File: src/hdl/rx_bitcheck_pkg.sv
/*
  Constants, register map, field layout and state encoding for the
  receive bit-check and receive buffer block.
  Assumes an 8-bit register port with 5-bit addresses and one clock.
*/
package rx_bitcheck_pkg;
  localparam int ADDR_W = 5;
  localparam int DATA_W = 8;
  localparam int CNT_W = 8;

  localparam logic [4:0] ADDR_CTRL1 = 5'h01;
  localparam logic [4:0] ADDR_CTRL3 = 5'h03;
  localparam logic [4:0] ADDR_CTRL4 = 5'h04;
  localparam logic [4:0] ADDR_CTRL5 = 5'h05;
  localparam logic [4:0] ADDR_CTRL6 = 5'h06;
  localparam logic [4:0] ADDR_CTRL7 = 5'h07;
  localparam logic [4:0] ADDR_STATUS = 5'h10;
  localparam logic [4:0] ADDR_BUFFER = 5'h11;

  localparam int OPM_LSB = 0;
  localparam int TS_BIT = 3;
  localparam int PS_BIT = 4;
  localparam int IRQ_LSB = 5;
  localparam int CLKON_BIT = 0;
  localparam int LIMIT_LSB = 0;
  localparam int NBC_LSB = 6;

  localparam logic [2:0] OPM_RX_POLL = 3'h2;
  localparam logic [2:0] OPM_RX_CONT = 3'h3;

  localparam logic [7:0] CTRL1_RESET = 8'h00;
  localparam logic [7:0] CTRL3_RESET = 8'h00;
  localparam logic [7:0] CTRL4_RESET = 8'h00;
  localparam logic [7:0] CTRL5_RESET = 8'h4e;
  localparam logic [7:0] CTRL6_RESET = 8'h18;
  localparam logic [7:0] CTRL7_RESET = 8'h00;

  localparam logic [4:0] BITS_PER_STEP = 5'h03;
  localparam logic [4:0] EDGES_PER_BIT = 5'h02;
  localparam logic [2:0] LAST_BIT = 3'h7;

  localparam logic [4:0] IRQ_LEVEL_0 = 5'h01;
  localparam logic [4:0] IRQ_LEVEL_1 = 5'h04;
  localparam logic [4:0] IRQ_LEVEL_2 = 5'h08;
  localparam logic [4:0] IRQ_LEVEL_3 = 5'h0c;

  typedef enum logic [2:0] {
    ST_IDLE = 3'b000,
    ST_PLL = 3'b001,
    ST_SIGPROC = 3'b011,
    ST_CHECK = 3'b010,
    ST_RECV = 3'b110,
    ST_SLEEP = 3'b100
  } rx_state_e;
endpackage

File: src/hdl/edge_interval_timer.sv
/*
  Edge detector and edge-to-edge interval counter in check ticks.
  Assumes demod_in and tick are synchronous to clk; tick is one cycle.
*/
`timescale 1ns/10ps
`default_nettype none
module edge_interval_timer
  import rx_bitcheck_pkg::*;
#(
  parameter int W = CNT_W
) (
  input wire logic clk,
  input wire logic rst,
  input wire logic enable,
  input wire logic tick,
  input wire logic demod_in,
  output logic edge_seen,
  output logic rising,
  output logic [W-1:0] count
);
  typedef struct packed {
    logic prev;
    logic [W-1:0] cnt;
  } timer_s;

  timer_s r_reg;
  timer_s r_next;

  assign edge_seen = enable && (demod_in != r_reg.prev);
  assign rising = demod_in;
  assign count = r_reg.cnt;

  always_comb begin
    r_next = r_reg;
    r_next.prev = demod_in;
    if (!enable) begin
      r_next.cnt = '0;
    end else if (edge_seen) begin
      r_next.cnt = '0;
    end else if (tick && r_reg.cnt != {W{1'b1}}) begin
      r_next.cnt = r_reg.cnt + 1'b1;
    end
  end

  always_ff @(posedge clk or posedge rst) begin
    if (rst) begin
      r_reg <= '0;
    end else begin
      r_reg <= r_next;
    end
  end
endmodule
`default_nettype wire

File: src/hdl/rx_bitcheck_and_receive_buffer.sv
/*
  Receive start-up sequencing, bit-check, Manchester decoder,
  receive buffer with byte counter and host interrupt.
  Assumes all inputs synchronous to clk; tick is a one-cycle pulse per
  check tick; wake is a one-cycle pulse from the sleep timer; the
  register port reads data one cycle after the read strobe.
*/
`timescale 1ns/10ps
`default_nettype none
module rx_bitcheck_and_receive_buffer
  import rx_bitcheck_pkg::*;
#(
  parameter int BUF_DEPTH = 16,
  parameter int SIGPROC_TICKS = 16
) (
  input wire logic clk,
  input wire logic rst,
  input wire logic [ADDR_W-1:0] addr,
  input wire logic [DATA_W-1:0] wdata,
  input wire logic wr,
  input wire logic rd,
  output logic [DATA_W-1:0] rdata,
  input wire logic pll_lock,
  input wire logic tick,
  input wire logic demod_in,
  input wire logic cs_active,
  input wire logic wake,
  input wire logic irq_clear,
  output logic pll_enable,
  output logic sigproc_enable,
  output logic rx_active,
  output logic irq,
  output logic serial_out_transparent,
  output logic serial_out_oe_n
);
  localparam int PW = $clog2(BUF_DEPTH);
  localparam int CW = $clog2(BUF_DEPTH + 1);
  localparam logic [CW-1:0] FULL = CW'(BUF_DEPTH);
  localparam logic [7:0] SETTLE_LAST = 8'(SIGPROC_TICKS - 1);

  typedef struct packed {
    rx_state_e st;
    logic [7:0] ctrl1;
    logic [7:0] ctrl3;
    logic [7:0] ctrl4;
    logic [7:0] ctrl5;
    logic [7:0] ctrl6;
    logic [7:0] ctrl7;
    logic [4:0] checks;
    logic armed;
    logic [7:0] settle;
    logic synced;
    logic at_mid;
    logic [7:0] shift;
    logic [2:0] nbits;
    logic [BUF_DEPTH-1:0][7:0] mem;
    logic [PW-1:0] wp;
    logic [PW-1:0] rp;
    logic [CW-1:0] count;
    logic irq;
    logic [7:0] rdata;
    logic sot;
    logic sot_oe_n;
  } rx_s;

  rx_s r_reg;
  rx_s r_next;

  logic edge_seen;
  logic rising;
  logic [CNT_W-1:0] cnt;
  logic timer_en;
  logic enter_recv;
  logic bit_err;

  function automatic logic is_rx(input logic [7:0] c1);
    is_rx = (c1[OPM_LSB +: 3] == OPM_RX_POLL) || (c1[OPM_LSB +: 3] == OPM_RX_CONT);
  endfunction

  function automatic logic is_cfg(input logic [4:0] a);
    is_cfg = (a == ADDR_CTRL1) || (a == ADDR_CTRL4) || (a == ADDR_CTRL5) ||
             (a == ADDR_CTRL6) || (a == ADDR_CTRL7);
  endfunction

  function automatic logic [4:0] irq_level(input logic [1:0] sel);
    case (sel)
      2'h0: irq_level = IRQ_LEVEL_0;
      2'h1: irq_level = IRQ_LEVEL_1;
      2'h2: irq_level = IRQ_LEVEL_2;
      default: irq_level = IRQ_LEVEL_3;
    endcase
  endfunction

  // Limits and 2T window
  logic [7:0] lo;
  logic [7:0] hi;
  logic [7:0] lsum;
  logic [7:0] ldiff;
  logic [7:0] lo2;
  logic [7:0] hi2;
  logic [4:0] need;
  logic ts;
  logic ps;

  assign lo = {2'h0, r_reg.ctrl5[LIMIT_LSB +: 6]};
  assign hi = {2'h0, r_reg.ctrl6[LIMIT_LSB +: 6]};
  assign lsum = lo + hi;
  assign ldiff = hi - lo;
  assign lo2 = lsum - (ldiff >> 1);
  assign hi2 = lsum + ((ldiff + 8'h01) >> 1);
  assign need = 5'(r_reg.ctrl5[NBC_LSB +: 2]) * BITS_PER_STEP * EDGES_PER_BIT;
  assign ts = r_reg.ctrl1[TS_BIT];
  assign ps = r_reg.ctrl1[PS_BIT];
  assign timer_en = (r_reg.st == ST_CHECK) || (r_reg.st == ST_RECV);

  edge_interval_timer #(
    .W(CNT_W)
  ) u_timer (
    .clk(clk),
    .rst(rst),
    .enable(timer_en),
    .tick(tick),
    .demod_in(demod_in),
    .edge_seen(edge_seen),
    .rising(rising),
    .count(cnt)
  );

  always_comb begin
    logic push;
    logic pop;
    logic take;
    logic fail;
    logic t_ok;
    logic d_ok;
    logic [7:0] byte_in;
    push = 1'b0;
    pop = 1'b0;
    take = 1'b0;
    fail = 1'b0;
    t_ok = 1'b0;
    d_ok = 1'b0;
    byte_in = '0;
    enter_recv = 1'b0;
    bit_err = 1'b0;
    r_next = r_reg;
    r_next.rdata = '0;
    if (irq_clear) begin
      r_next.irq = 1'b0;
    end
    if (wr) begin
      case (addr)
        ADDR_CTRL1: r_next.ctrl1 = wdata;
        ADDR_CTRL3: r_next.ctrl3 = wdata;
        ADDR_CTRL4: r_next.ctrl4 = wdata;
        ADDR_CTRL5: r_next.ctrl5 = wdata;
        ADDR_CTRL6: r_next.ctrl6 = wdata;
        ADDR_CTRL7: r_next.ctrl7 = wdata;
        default: r_next.ctrl7 = r_reg.ctrl7;
      endcase
    end
    if (rd) begin
      case (addr)
        ADDR_CTRL1: r_next.rdata = r_reg.ctrl1;
        ADDR_CTRL3: r_next.rdata = r_reg.ctrl3;
        ADDR_CTRL4: r_next.rdata = r_reg.ctrl4;
        ADDR_CTRL5: r_next.rdata = r_reg.ctrl5;
        ADDR_CTRL6: r_next.rdata = r_reg.ctrl6;
        ADDR_CTRL7: r_next.rdata = r_reg.ctrl7;
        ADDR_STATUS: r_next.rdata = {r_reg.st, 5'(r_reg.count)};
        ADDR_BUFFER: begin
          r_next.rdata = r_reg.mem[r_reg.rp];
          pop = (r_reg.count != '0);
        end
        default: r_next.rdata = '0;
      endcase
    end

    unique case (r_reg.st)
      ST_IDLE: begin
        if (is_rx(r_reg.ctrl1)) begin
          r_next.st = ST_PLL;
        end
      end
      ST_PLL: begin
        if (pll_lock) begin
          r_next.st = ST_SIGPROC;
          r_next.settle = '0;
        end
      end
      ST_SIGPROC: begin
        if (tick) begin
          r_next.settle = r_reg.settle + 8'h01;
          if (r_reg.settle == SETTLE_LAST) begin
            r_next.st = ST_CHECK;
            r_next.checks = '0;
            r_next.armed = 1'b0;
          end
        end
      end
      ST_CHECK: begin
        if (need == '0) begin
          enter_recv = 1'b1;
        end else if (edge_seen && !r_reg.armed) begin
          r_next.armed = 1'b1;
        end else if (edge_seen) begin
          if (cnt < lo || cnt >= hi) begin
            fail = 1'b1;
          end else if (r_reg.checks + 5'h01 == need) begin
            enter_recv = 1'b1;
          end else begin
            r_next.checks = r_reg.checks + 5'h01;
          end
        end else if (r_reg.armed && cnt >= hi) begin
          fail = 1'b1;
        end
        if (fail) begin
          r_next.checks = '0;
          r_next.armed = 1'b0;
          if (r_reg.ctrl1[OPM_LSB +: 3] == OPM_RX_POLL) begin
            r_next.st = ST_SLEEP;
          end
        end
        if (enter_recv) begin
          r_next.st = ST_RECV;
          r_next.ctrl3[CLKON_BIT] = 1'b1;
          r_next.synced = 1'b0;
          r_next.at_mid = 1'b0;
          r_next.nbits = '0;
          if (!ts && !ps) begin
            r_next.irq = 1'b1;
          end
        end
      end
      ST_RECV: begin
        t_ok = (cnt >= lo) && (cnt < hi);
        d_ok = (cnt >= lo2) && (cnt < hi2);
        if (!ts) begin
          if (edge_seen) begin
            if (!t_ok && !d_ok) begin
              bit_err = 1'b1;
            end else if (!r_reg.synced) begin
              if (d_ok) begin
                r_next.synced = 1'b1;
                r_next.at_mid = 1'b1;
                take = 1'b1;
              end
            end else if (t_ok) begin
              r_next.at_mid = !r_reg.at_mid;
              take = !r_reg.at_mid;
            end else if (r_reg.at_mid) begin
              take = 1'b1;
            end else begin
              bit_err = 1'b1;
            end
          end else if (cnt >= hi2) begin
            bit_err = 1'b1;
          end
        end
        if (take) begin
          byte_in = {r_reg.shift[6:0], rising};
          r_next.shift = byte_in;
          r_next.nbits = r_reg.nbits + 3'h1;
          push = (r_reg.nbits == LAST_BIT);
        end
        if (bit_err) begin
          r_next.irq = 1'b1;
          r_next.st = ST_SIGPROC;
          r_next.settle = '0;
          r_next.nbits = '0;
          r_next.synced = 1'b0;
        end
      end
      ST_SLEEP: begin
        if (wake) begin
          r_next.st = ST_PLL;
        end
      end
      default: r_next.st = ST_IDLE;
    endcase

    if (push) begin
      r_next.mem[r_reg.wp] = byte_in;
      r_next.wp = r_reg.wp + 1'b1;
    end
    if (pop || (push && r_reg.count == FULL)) begin
      r_next.rp = r_reg.rp + 1'b1;
    end
    if (push && !pop && r_reg.count != FULL) begin
      r_next.count = r_reg.count + 1'b1;
      if (5'(r_reg.count) + 5'h01 == irq_level(r_reg.ctrl1[IRQ_LSB +: 2])) begin
        r_next.irq = 1'b1;
      end
    end else if (pop && !push) begin
      r_next.count = r_reg.count - 1'b1;
    end

    if (wr && is_cfg(addr) && r_reg.st == ST_RECV) begin
      r_next.wp = '0;
      r_next.rp = '0;
      r_next.count = '0;
      r_next.nbits = '0;
      r_next.synced = 1'b0;
      r_next.st = ST_SIGPROC;
      r_next.settle = '0;
    end
    if (!is_rx(r_next.ctrl1)) begin
      r_next.st = ST_IDLE;
    end

    r_next.sot_oe_n = !(r_reg.st == ST_RECV && ts && !cs_active);
    r_next.sot = r_next.sot_oe_n ? 1'b0 : demod_in;
  end

  always_ff @(posedge clk or posedge rst) begin
    if (rst) begin
      r_reg <= '0;
      r_reg.st <= ST_IDLE;
      r_reg.ctrl1 <= CTRL1_RESET;
      r_reg.ctrl3 <= CTRL3_RESET;
      r_reg.ctrl4 <= CTRL4_RESET;
      r_reg.ctrl5 <= CTRL5_RESET;
      r_reg.ctrl6 <= CTRL6_RESET;
      r_reg.ctrl7 <= CTRL7_RESET;
      r_reg.sot_oe_n <= 1'b1;
    end else begin
      r_reg <= r_next;
    end
  end

  assign rdata = r_reg.rdata;
  assign irq = r_reg.irq;
  assign pll_enable = (r_reg.st != ST_IDLE) && (r_reg.st != ST_SLEEP);
  assign sigproc_enable = pll_enable && (r_reg.st != ST_PLL);
  assign rx_active = timer_en;
  assign serial_out_transparent = r_reg.sot;
  assign serial_out_oe_n = r_reg.sot_oe_n;
endmodule
`default_nettype wire

File: config.mk
export PLATFORM = sky130hd
export DESIGN_NAME = rx_bitcheck_and_receive_buffer
export DESIGN_NICKNAME = d
export VERILOG_FILES = /design/src/hdl/rx_bitcheck_pkg.sv /design/src/hdl/edge_interval_timer.sv /design/src/hdl/rx_bitcheck_and_receive_buffer.sv
export SDC_FILE = /design/constraint.sdc
export NUM_CORES = 1
export LEC_CHECK = 0
export BUFFER_PORTS_ARGS = -buffer_cell sky130_fd_sc_hd__buf_2
export CORE_MARGIN = 8
export CORE_UTILIZATION = 55
export CTS_BUF_LIST = sky130_fd_sc_hd__clkbuf_4 sky130_fd_sc_hd__clkbuf_8 sky130_fd_sc_hd__clkbuf_16
export DETAILED_ROUTE_END_ITERATION = 12
export PLACE_DENSITY = 0.69
export SETUP_SLACK_MARGIN = 0.3
export SLEW_MARGIN = 20
export SYNTH_ARGS = -nofsm -noshare
export SYNTH_HDL_FRONTEND = slang
export SYNTH_SLANG_ARGS = --single-unit
File: constraint.sdc
create_clock -name clk -period 11.1 [get_ports clk]
set_clock_uncertainty 0.05 [all_clocks]
set_input_delay 3.33 -clock clk [delete_from_list [all_inputs] [get_ports clk]]
set_output_delay 3.33 -clock clk [all_outputs]
set_load 0.02 [all_outputs]
==> metrics.md, run 1 <==
| Metric | Value |
|---|---|
| Multi-input gate area | 0.007395 mm^2 |
| Met2 Usage GRT | 0.3036 |
| Tot Pwr | 0.002614 W |
| Critical path endpoint category | flip-flop |
| Post-Syn Area per Cell | 12.60 um^2 |
| Core area | 0.02511 mm^2 |
| Largest net degree at the start of global routing | 126 |
| Top_reg_cell synth | dfrtp_1 |
| Cell count after synthesis | 1116 |
| Final net count | 1223 |
| Max frequency | 160.0 MHz |
| PortBufs | 36 |
| Met1 track demand over resource | 0.3181 |
| CP max stage delay | 620 ps |
| Endpoints failing setup | 0 |
| WP data required | 11450 ps |
| Routed WL | 31740 um |
| Die area | 0.03093 mm^2 |
| Post-synth top area cell | dfrtp_1 |
| Post CTS Setup Buffer Count | 0 |
| WHS Endpoint | r_reg[209]$_DFFE_PP0P_ |
| Share of the synthesized area in the top cell type | 0.4112 |
| Number of synthesized flops with an enable pin | 0 |
| Normalized max-slew margin | 0.3753 |
| Synth unique cells | 77 |
| Max H-tree Level | 1 |
| CTS tree | done |
| Most common library cell in the layout ignoring fill and taps | dfrtp_1 |
| RR Startpoint | lo[1]$_DFFE_PP1P_ |
| Area Overhead vs Synth | 7.369% |
| Max Cap Viol | 0 |
| GP Congestion | 0.8742 |
| WP depth | 18 |
| Tcrit/Tclk final | 0.5630 |
| Final instance area | 0.01509 mm^2 |
| Largest family of logic cells by synthesized area | multiplexers |
| Iteration-0 DRC Markers | 557 |
| Leakage | 7.022 nW |
| Synth Area in Adders | 0.06889 |
| Clk slew on worst S/H paths | 60 ps |
| Min Tclk post-route | 6249 ps |
| Vias in the first global route | 8798 |
| HP Start | r_reg[209]$_DFFE_PP0P_ |
| Global-route wire length before repair | 50940 um |
| Num CTS Buffers | 26 |
| Initial core utilization | 0.5599 |
| Critical path's slowest cell | nor3_4 |
| Post-route ant nets | 0 |
| Vias | 8852 |
| FF/Latch Area | 0.005966 mm^2 |
| TNS Setup | 0 ps |
| Arr. time, crit path | 6600 ps |
| Syn nets | 1214 |
| Critical path cell sequence | inv_1 > fa_1 > xnor2_1 > xnor2_1 > ha_1 > a21o_1 > a21oi_1 > o21bai_1 > a21oi_1 > xnor2_1 > ha_1 > a211oi_1 > nor2_1 > or3_1 > o22a_4 > nor3_4 > and3_1 > mux2_4 |
| # resized after CTS | 0 |
| Max clock buf depth | 3 |
| Status | finished, final reports clean |
| RSZ-0062 raised after global routing | no |
| Ports | 37 |
| Chip width | 175.9 um |
| WP buf/inv | 1 |
| P per Cell Area | 173.2 mW/mm^2 |
| Post-synthesis sequential area ratio | 0.4243 |
| Peak VDD IR | 0.0001143 V |
| Worst-case reg-to-reg path depth | 18 |
| R2r setup slk | 4850 ps |
| Most frequent cells in the layout | dfrtp_1, mux2_4, ha_1 |
| Ys Warns | 0 |
| Final routed DRC violation total | 0 |
| Die height | 175.9 um |
| FP Rows | 58 |
| Worst-path fanout max | 20 |
| Clock Sinks | 238 |
| Worst slew pin tran | 929.3 ps |
| Gr busiest metal | met1 |
| Top delay family on crit path | simple AND/OR/NAND/NOR gates |
| Share of cells above drive strength 1 | 0.3042 |
| CTS Hold Bufs | 0 |
| Root Driver | clkbuf_16 |
| Antenna violations before repair | 1 |
| Max FFs per register | 205 |
| Startpoint class of the critical path | flip-flop |
| Final Slew Violations | 0 |
| Filler cell count | 2028 |
| Mean routed wirelength per cell | 21.54 um |
| Crit Path Class | reg2reg |
| Worst hold stages | 1 |
| Post-synthesis cell area | 0.01406 mm^2 |
| Simple-gate share of the synthesized area | 0.09042 |
| Worst-Skew Late Latency | 560 ps |
| Synth Area in Compound Gates | 0.08375 |
| Top post-synthesis cells by area | dfrtp_1, mux2_4, mux4_2, ha_1, mux2_2 |
| Placed instance area | 0.01420 mm^2 |
| FFs w/ async S/R, synth | 1.000 |
| Total gr overflow | 0 |
| XOR/XNOR Fraction of Synth Area | 0.02741 |
| GRT Total Usage | 0.2071 |
| Final Hold Fails | 0 |
| Reg2reg end | r_reg[51]$_DFFE_PP0P_ |
| Placed wire-length estimate | 21840 um |
| #FFs+latches synth | 238 |
| Diode count | 0 |
| Crit path top cell by count | xnor2_1 |
| DR vias/cell | 6.005 |
| M3 GR Usage | 0.03221 |
| Post-synthesis mux area share | 0.2555 |
| Router iterations before antenna repair | 5 |
| Tightest Hold Check Type | reg2reg |
| Fin util | 0.6012 |
## Yosys cell counts (all sizes together), types with 8 or more instances
master,number
mux2i,15
o21bai,9
nand2b,13
a41oi,9
a21o,12
nand3,27
a22oi,17
ha,71
o21ai,32
nand4,8
xor2,20
nor3,10
nand2,63
mux4,40
or3,11
nor2,49
buf,40
inv,54
clkbuf,20
mux2,183
and3,26
a21oi,44
dfrtp,231
xnor2,24
## metrics by stage
step | setup WS (ps) | instances | hold WS (ps)
5_1_grt | 4461 | 1474 | 464.1
6_report | 4851 | 1474 | 453.7
3_5_place_dp | 4618 | 1427 | 438.0
4_1_cts | 4829 | 1474 | 456.5
2_1_floorplan | 1200 | 1116 | 413.6
3_3_place_gp | 4785 | 1427 | 429.3
## power breakdown
group | total, W | switching, W | internal (W) | leakage [nW]
sequential | 0.000960 | 0.0000476 | 0.000912 | 3.24
clock | 0.000874 | 0.000355 | 0.000519 | 0.448
combinational | 0.000780 | 0.000437 | 0.000343 | 3.34
## per-layer routing
metal  routed length [um]  vias to the layer above
met4                  515                        2
met5                   13                        -
met3                 1724                       43
met1                15560                     4502
met2                13930                      233
li1                     -                     4072
## kinds of logic after synthesis
| logic type | after synthesis |
|---|---|
| AO/OA/AOI/OAI | 171 |
| XOR/XNOR | 44 |
| adder cells (fa/ha/maj) | 75 |
| buffers and inverters | 114 |
| flip-flops | 238 |
| multiplexers | 238 |
| AND/OR/NAND/NOR | 236 |
## area by class of cell
class / instances / share of cell area
Sequential cell: 238 / 0.3952
Multi-Input combinational cell: 764 / 0.4899
Tap cell: 330 / 0.02735
Inverter: 54 / 0.01393
Clock buffer: 43 / 0.05570
Clock inverter: 4 / 0.003481
Timing Repair Buffer: 41 / 0.01442
## worst max path at each step
stage | from | end | slack (ps)
3_3_place_gp | demod_in | r_reg[39]$_DFFE_PP0P_ | 4790
2_1_floorplan | rst | hi[0]$_DFFE_PP0P_ | 1200
3_5_place_dp | demod_in | r_reg[39]$_DFFE_PP0P_ | 4620
5_1_grt | lo[1]$_DFFE_PP1P_ | r_reg[26]$_DFFE_PP0P_ | 4460
4_1_cts | lo[1]$_DFFE_PP1P_ | r_reg[39]$_DFFE_PP0P_ | 4830
6_report | lo[1]$_DFFE_PP1P_ | r_reg[51]$_DFFE_PP0P_ | 4850
No activity file was read; power rests on OpenSTA's default activity.
==> run 2, diff against run 1 <==
ABC_AREA = 1   (was unset)
clock period = 6 ns   (was 11.1 ns; I/O delays follow)
==> metrics.md, run 2 <==
| Metric | Value |
|---|---|
| FFs w/ async S/R, synth | 1.000 (unchanged) |
| Final Slew Violations | 0 (unchanged) |
| Critical path's slowest cell | dfstp_2 (was nor3_4) |
| Vias | 11200 (was 8852) |
| Final Non-Filler Cells | 2032 (was 1474) |
| Max FFs per register | 205 (unchanged) |
| Normalized max-slew margin | 0.3280 (was 0.3753) |
| Most frequent cells in the layout | nand2_1, dfrtp_1, inv_1 (was dfrtp_1, mux2_4, ha_1) |
| Vias in the first global route | 10920 (was 8798) |
| Final Hold Fails | 0 (unchanged) |
| Syn nets | 1773 (was 1214) |
| #FFs+latches synth | 238 (unchanged) |
| Min Tclk post-route | 5198 ps (was 6249 ps) |
| Die area | 0.02996 mm^2 (was 0.03093 mm^2) |
| P per Cell Area | 381.1 mW/mm^2 (was 173.2 mW/mm^2) |
| RR Startpoint | lo[1]$_DFFE_PP1P_ (unchanged) |
| Ys Warns | 0 (unchanged) |
| Largest net degree at the start of global routing | 118 (was 126) |
| TNS Setup | 0 ps (unchanged) |
| Dpl ws | 571.4 ps (was 4618 ps) |
| Final worst slack | 802.0 ps (was 4851 ps) |
| Crit Path Class | reg2reg (unchanged) |
| Startpoint class of the critical path | flip-flop (unchanged) |
| Leakage | 7.223 nW (was 7.022 nW) |
| Ports | 37 (unchanged) |
| Initial core utilization | 0.5598 (was 0.5599) |
| Reg2reg end | r_reg[14]$_DFFE_PP0P_ (was r_reg[51]$_DFFE_PP0P_) |
| Worst-path fanout max | 10 (was 20) |
| FP Rows | 57 (was 58) |
| Top delay family on crit path | simple AND/OR/NAND/NOR gates (unchanged) |
| Top post-synthesis cells by area | dfrtp_1, nand2_1, ha_1, o21ai_0, inv_1 (was dfrtp_1, mux2_4, mux4_2, ha_1, mux2_2) |
| Worst hold stages | 2 (was 1) |
| Mean routed wirelength per cell | 16.70 um (was 21.54 um) |
| CTS tree | done (unchanged) |
| Endpoints failing setup | 0 (unchanged) |
| Worst slew pin tran | 1007 ps (was 929.3 ps) |
| Num CTS Buffers | 28 (was 26) |
| Total gr overflow | 0 (unchanged) |
| Global-route wire length before repair | 56440 um (was 50940 um) |
| Share of cells above drive strength 1 | 0.1077 (was 0.3042) |
| WP data required | 6420 ps (was 11450 ps) |
| Max frequency | 192.4 MHz (was 160.0 MHz) |
| Post-synthesis cell area | 0.01357 mm^2 (was 0.01406 mm^2) |
| Clk slew on worst S/H paths | 60 ps (about the same) |
| Final net count | 1785 (was 1223) |
| CP max stage delay | 540 ps (was 620 ps) |
| Top-count cell post-synth | nand2_1 (was dfrtp_1) |
| Post-route ant nets | 0 (unchanged) |
| GRT Total Usage | 0.2257 (was 0.2071) |
| WP buf/inv | 1 (unchanged) |
| Area Overhead vs Synth | 9.688% (was 7.369%) |
| DR vias/cell | 5.509 (was 6.005) |
| PortBufs | 36 (unchanged) |
| Share of the synthesized area in the top cell type | 0.4258 (was 0.4112) |
| Root Driver | clkbuf_16 (unchanged) |
| Cell count after synthesis | 1675 (was 1116) |
| Tightest Hold Check Type | reg2reg (unchanged) |
| Status | finished, final reports clean (unchanged) |
| Router iterations before antenna repair | 6 (was 5) |
| HP Start | r_reg[153]$_DFFE_PP0P_ (was r_reg[209]$_DFFE_PP0P_) |
| Iteration-0 DRC Markers | 970 (was 557) |
| Crit path top cell by count | nand2_1 (was xnor2_1) |
| RSZ-0062 raised after global routing | no (unchanged) |
| Peak VDD IR | 0.0002553 V (was 0.0001143 V) |
| Placed wire-length estimate | 23800 um (was 21840 um) |
| Synth unique cells | 51 (was 77) |
| GP Congestion | 0.8765 (was 0.8742) |
| Critical path endpoint category | flip-flop (unchanged) |
| Max Cap Viol | 0 (unchanged) |
| Top_reg_cell synth | dfrtp_1 (unchanged) |
| Worst-Skew Late Latency | 560 ps (about the same) |
| Max H-tree Level | 1 (unchanged) |
| Die height | 173.1 um (was 175.9 um) |
| Diode count | 0 (unchanged) |
| WHS Endpoint | r_reg[153]$_DFFE_PP0P_ (was r_reg[209]$_DFFE_PP0P_) |
| Post-synth top area cell | dfrtp_1 (unchanged) |
| Number of synthesized flops with an enable pin | 0 (unchanged) |
| Final routed DRC violation total | 0 (unchanged) |
| Worst-case reg-to-reg path depth | 25 (was 18) |
| Synth cell count leaders | nand2_1, dfrtp_1, inv_1 (was dfrtp_1, mux2_4, ha_1) |
| Antenna violations before repair | 0 (was 1) |
| Post-synthesis sequential area ratio | 0.4394 (was 0.4243) |
| Tcrit/Tclk final | 0.8663 (was 0.5630) |
| Arr. time, crit path | 5620 ps (was 6600 ps) |
| Most common library cell in the layout ignoring fill and taps | nand2_1 (was dfrtp_1) |
| Clock Sinks | 238 (unchanged) |
| Post-Syn Area per Cell | 8.104 um^2 (was 12.60 um^2) |
| Placed cell count | 1980 (was 1427) |
| Routed WL | 33940 um (was 31740 um) |
| Core area | 0.02425 mm^2 (was 0.02511 mm^2) |
| Chip width | 173.1 um (was 175.9 um) |
| R2r setup slk | 800 ps (was 4850 ps) |
| Max clock buf depth | 3 (unchanged) |
run 2: cell types whose count changed in the layout (fill, tap and decap cells not counted), moves of 26 or more:
cell     before  now
a21oi_1      43   69
inv_1        53  156
mux2_2       54    0
mux2_4      128    0
mux4_2       40    0
nand2_1      62  402
nand3_1      27   59
nor2_1       48  140
o21ai_0      30  139
o21ai_1       2  110
o21ai_2       0   26
run 2: repair_timing:
action,in CTS,in global routing
endpoints found under the setup margin,0,140
resized for setup,0,6
hold buffers,0,0
buffers inserted,0,1
run 2: where the power goes:
group / leakage (nW) / switching (W) / internal, W / total [W]
Combinational: 3.51 / 0.00133 / 0.000732 / 0.00207
Sequential: 3.22 / 0.000111 / 0.00172 / 0.00183
Clock: 0.488 / 0.000693 / 0.00108 / 0.00177
run 2: cells by family (layout without fill, tap and decap cells):
kind of cell | Yosys count | in the layout | share of synthesized area
xor gates and xnor gates | 40 | 40 | 0.02581
buffers and inverters | 240 | 273 | 0.07816
and+or+nand+nor | 675 | 675 | 0.2168
AOI/OAI and AO/OA | 407 | 407 | 0.1685
adders and majority gates | 75 | 75 | 0.07134
DFF | 238 | 238 | 0.4394
run 2: stage by stage:
step           hold WS, ps  cell area [um^2]  utilization  total power [W]
2_1_floorplan        392.2             13580            -         0.003376
3_3_place_gp         406.3             13870       0.5719         0.003844
3_5_place_dp         410.3             13870       0.5719         0.003889
4_1_cts              427.4             14850       0.6126         0.005682
5_1_grt              432.9             14890       0.6140         0.006045
6_report             425.4             14890       0.6140         0.005674
run 2: routing by layer:
metal | track usage | share of wire | up-vias | routed length (um)
met5 | 0 | 0 | - | 0
met4 | 0.06540 | 0.027 | 0 | 900
met3 | 0.03115 | 0.052 | 64 | 1776
met2 | 0.3742 | 0.47 | 271 | 15940
met1 | 0.3047 | 0.45 | 5319 | 15320
li1 | - | - | 5541 | -
run 2: how the worst max path moves through the flow:
| stage | start | to | cells after the start |
|---|---|---|---|
| after floorplan | rst | hi[0]$_DFFE_PP0P_ | 1 |
| after global placement | lo[1]$_DFFE_PP1P_ | r_reg[130]$_DFFE_PP0P_ | 26 |
| after detailed placement | lo[1]$_DFFE_PP1P_ | r_reg[129]$_DFFE_PP0P_ | 26 |
| after CTS | lo[1]$_DFFE_PP1P_ | r_reg[129]$_DFFE_PP0P_ | 26 |
| after global routing | lo[1]$_DFFE_PP1P_ | r_reg[14]$_DFFE_PP0P_ | 25 |
| final | lo[1]$_DFFE_PP1P_ | r_reg[14]$_DFFE_PP0P_ | 25 |
run 2: cell type report:
class                           count  area (um^2)
Clock inverter                     13        173.9
Timing Repair Buffer               52        312.8
Tap cell                          324        405.4
Multi-Input combinational cell   1197         6576
Fill cell                        2216         9359
Clock buffer                       38        813.3
Inverter                          170        641.9
Sequential cell                   238         5966
run 2: worst min-delay path, stage by stage (launching register included):
cell and delay [ps]:
dfrtp_1 340, nand2_1 50, nand2_1 50
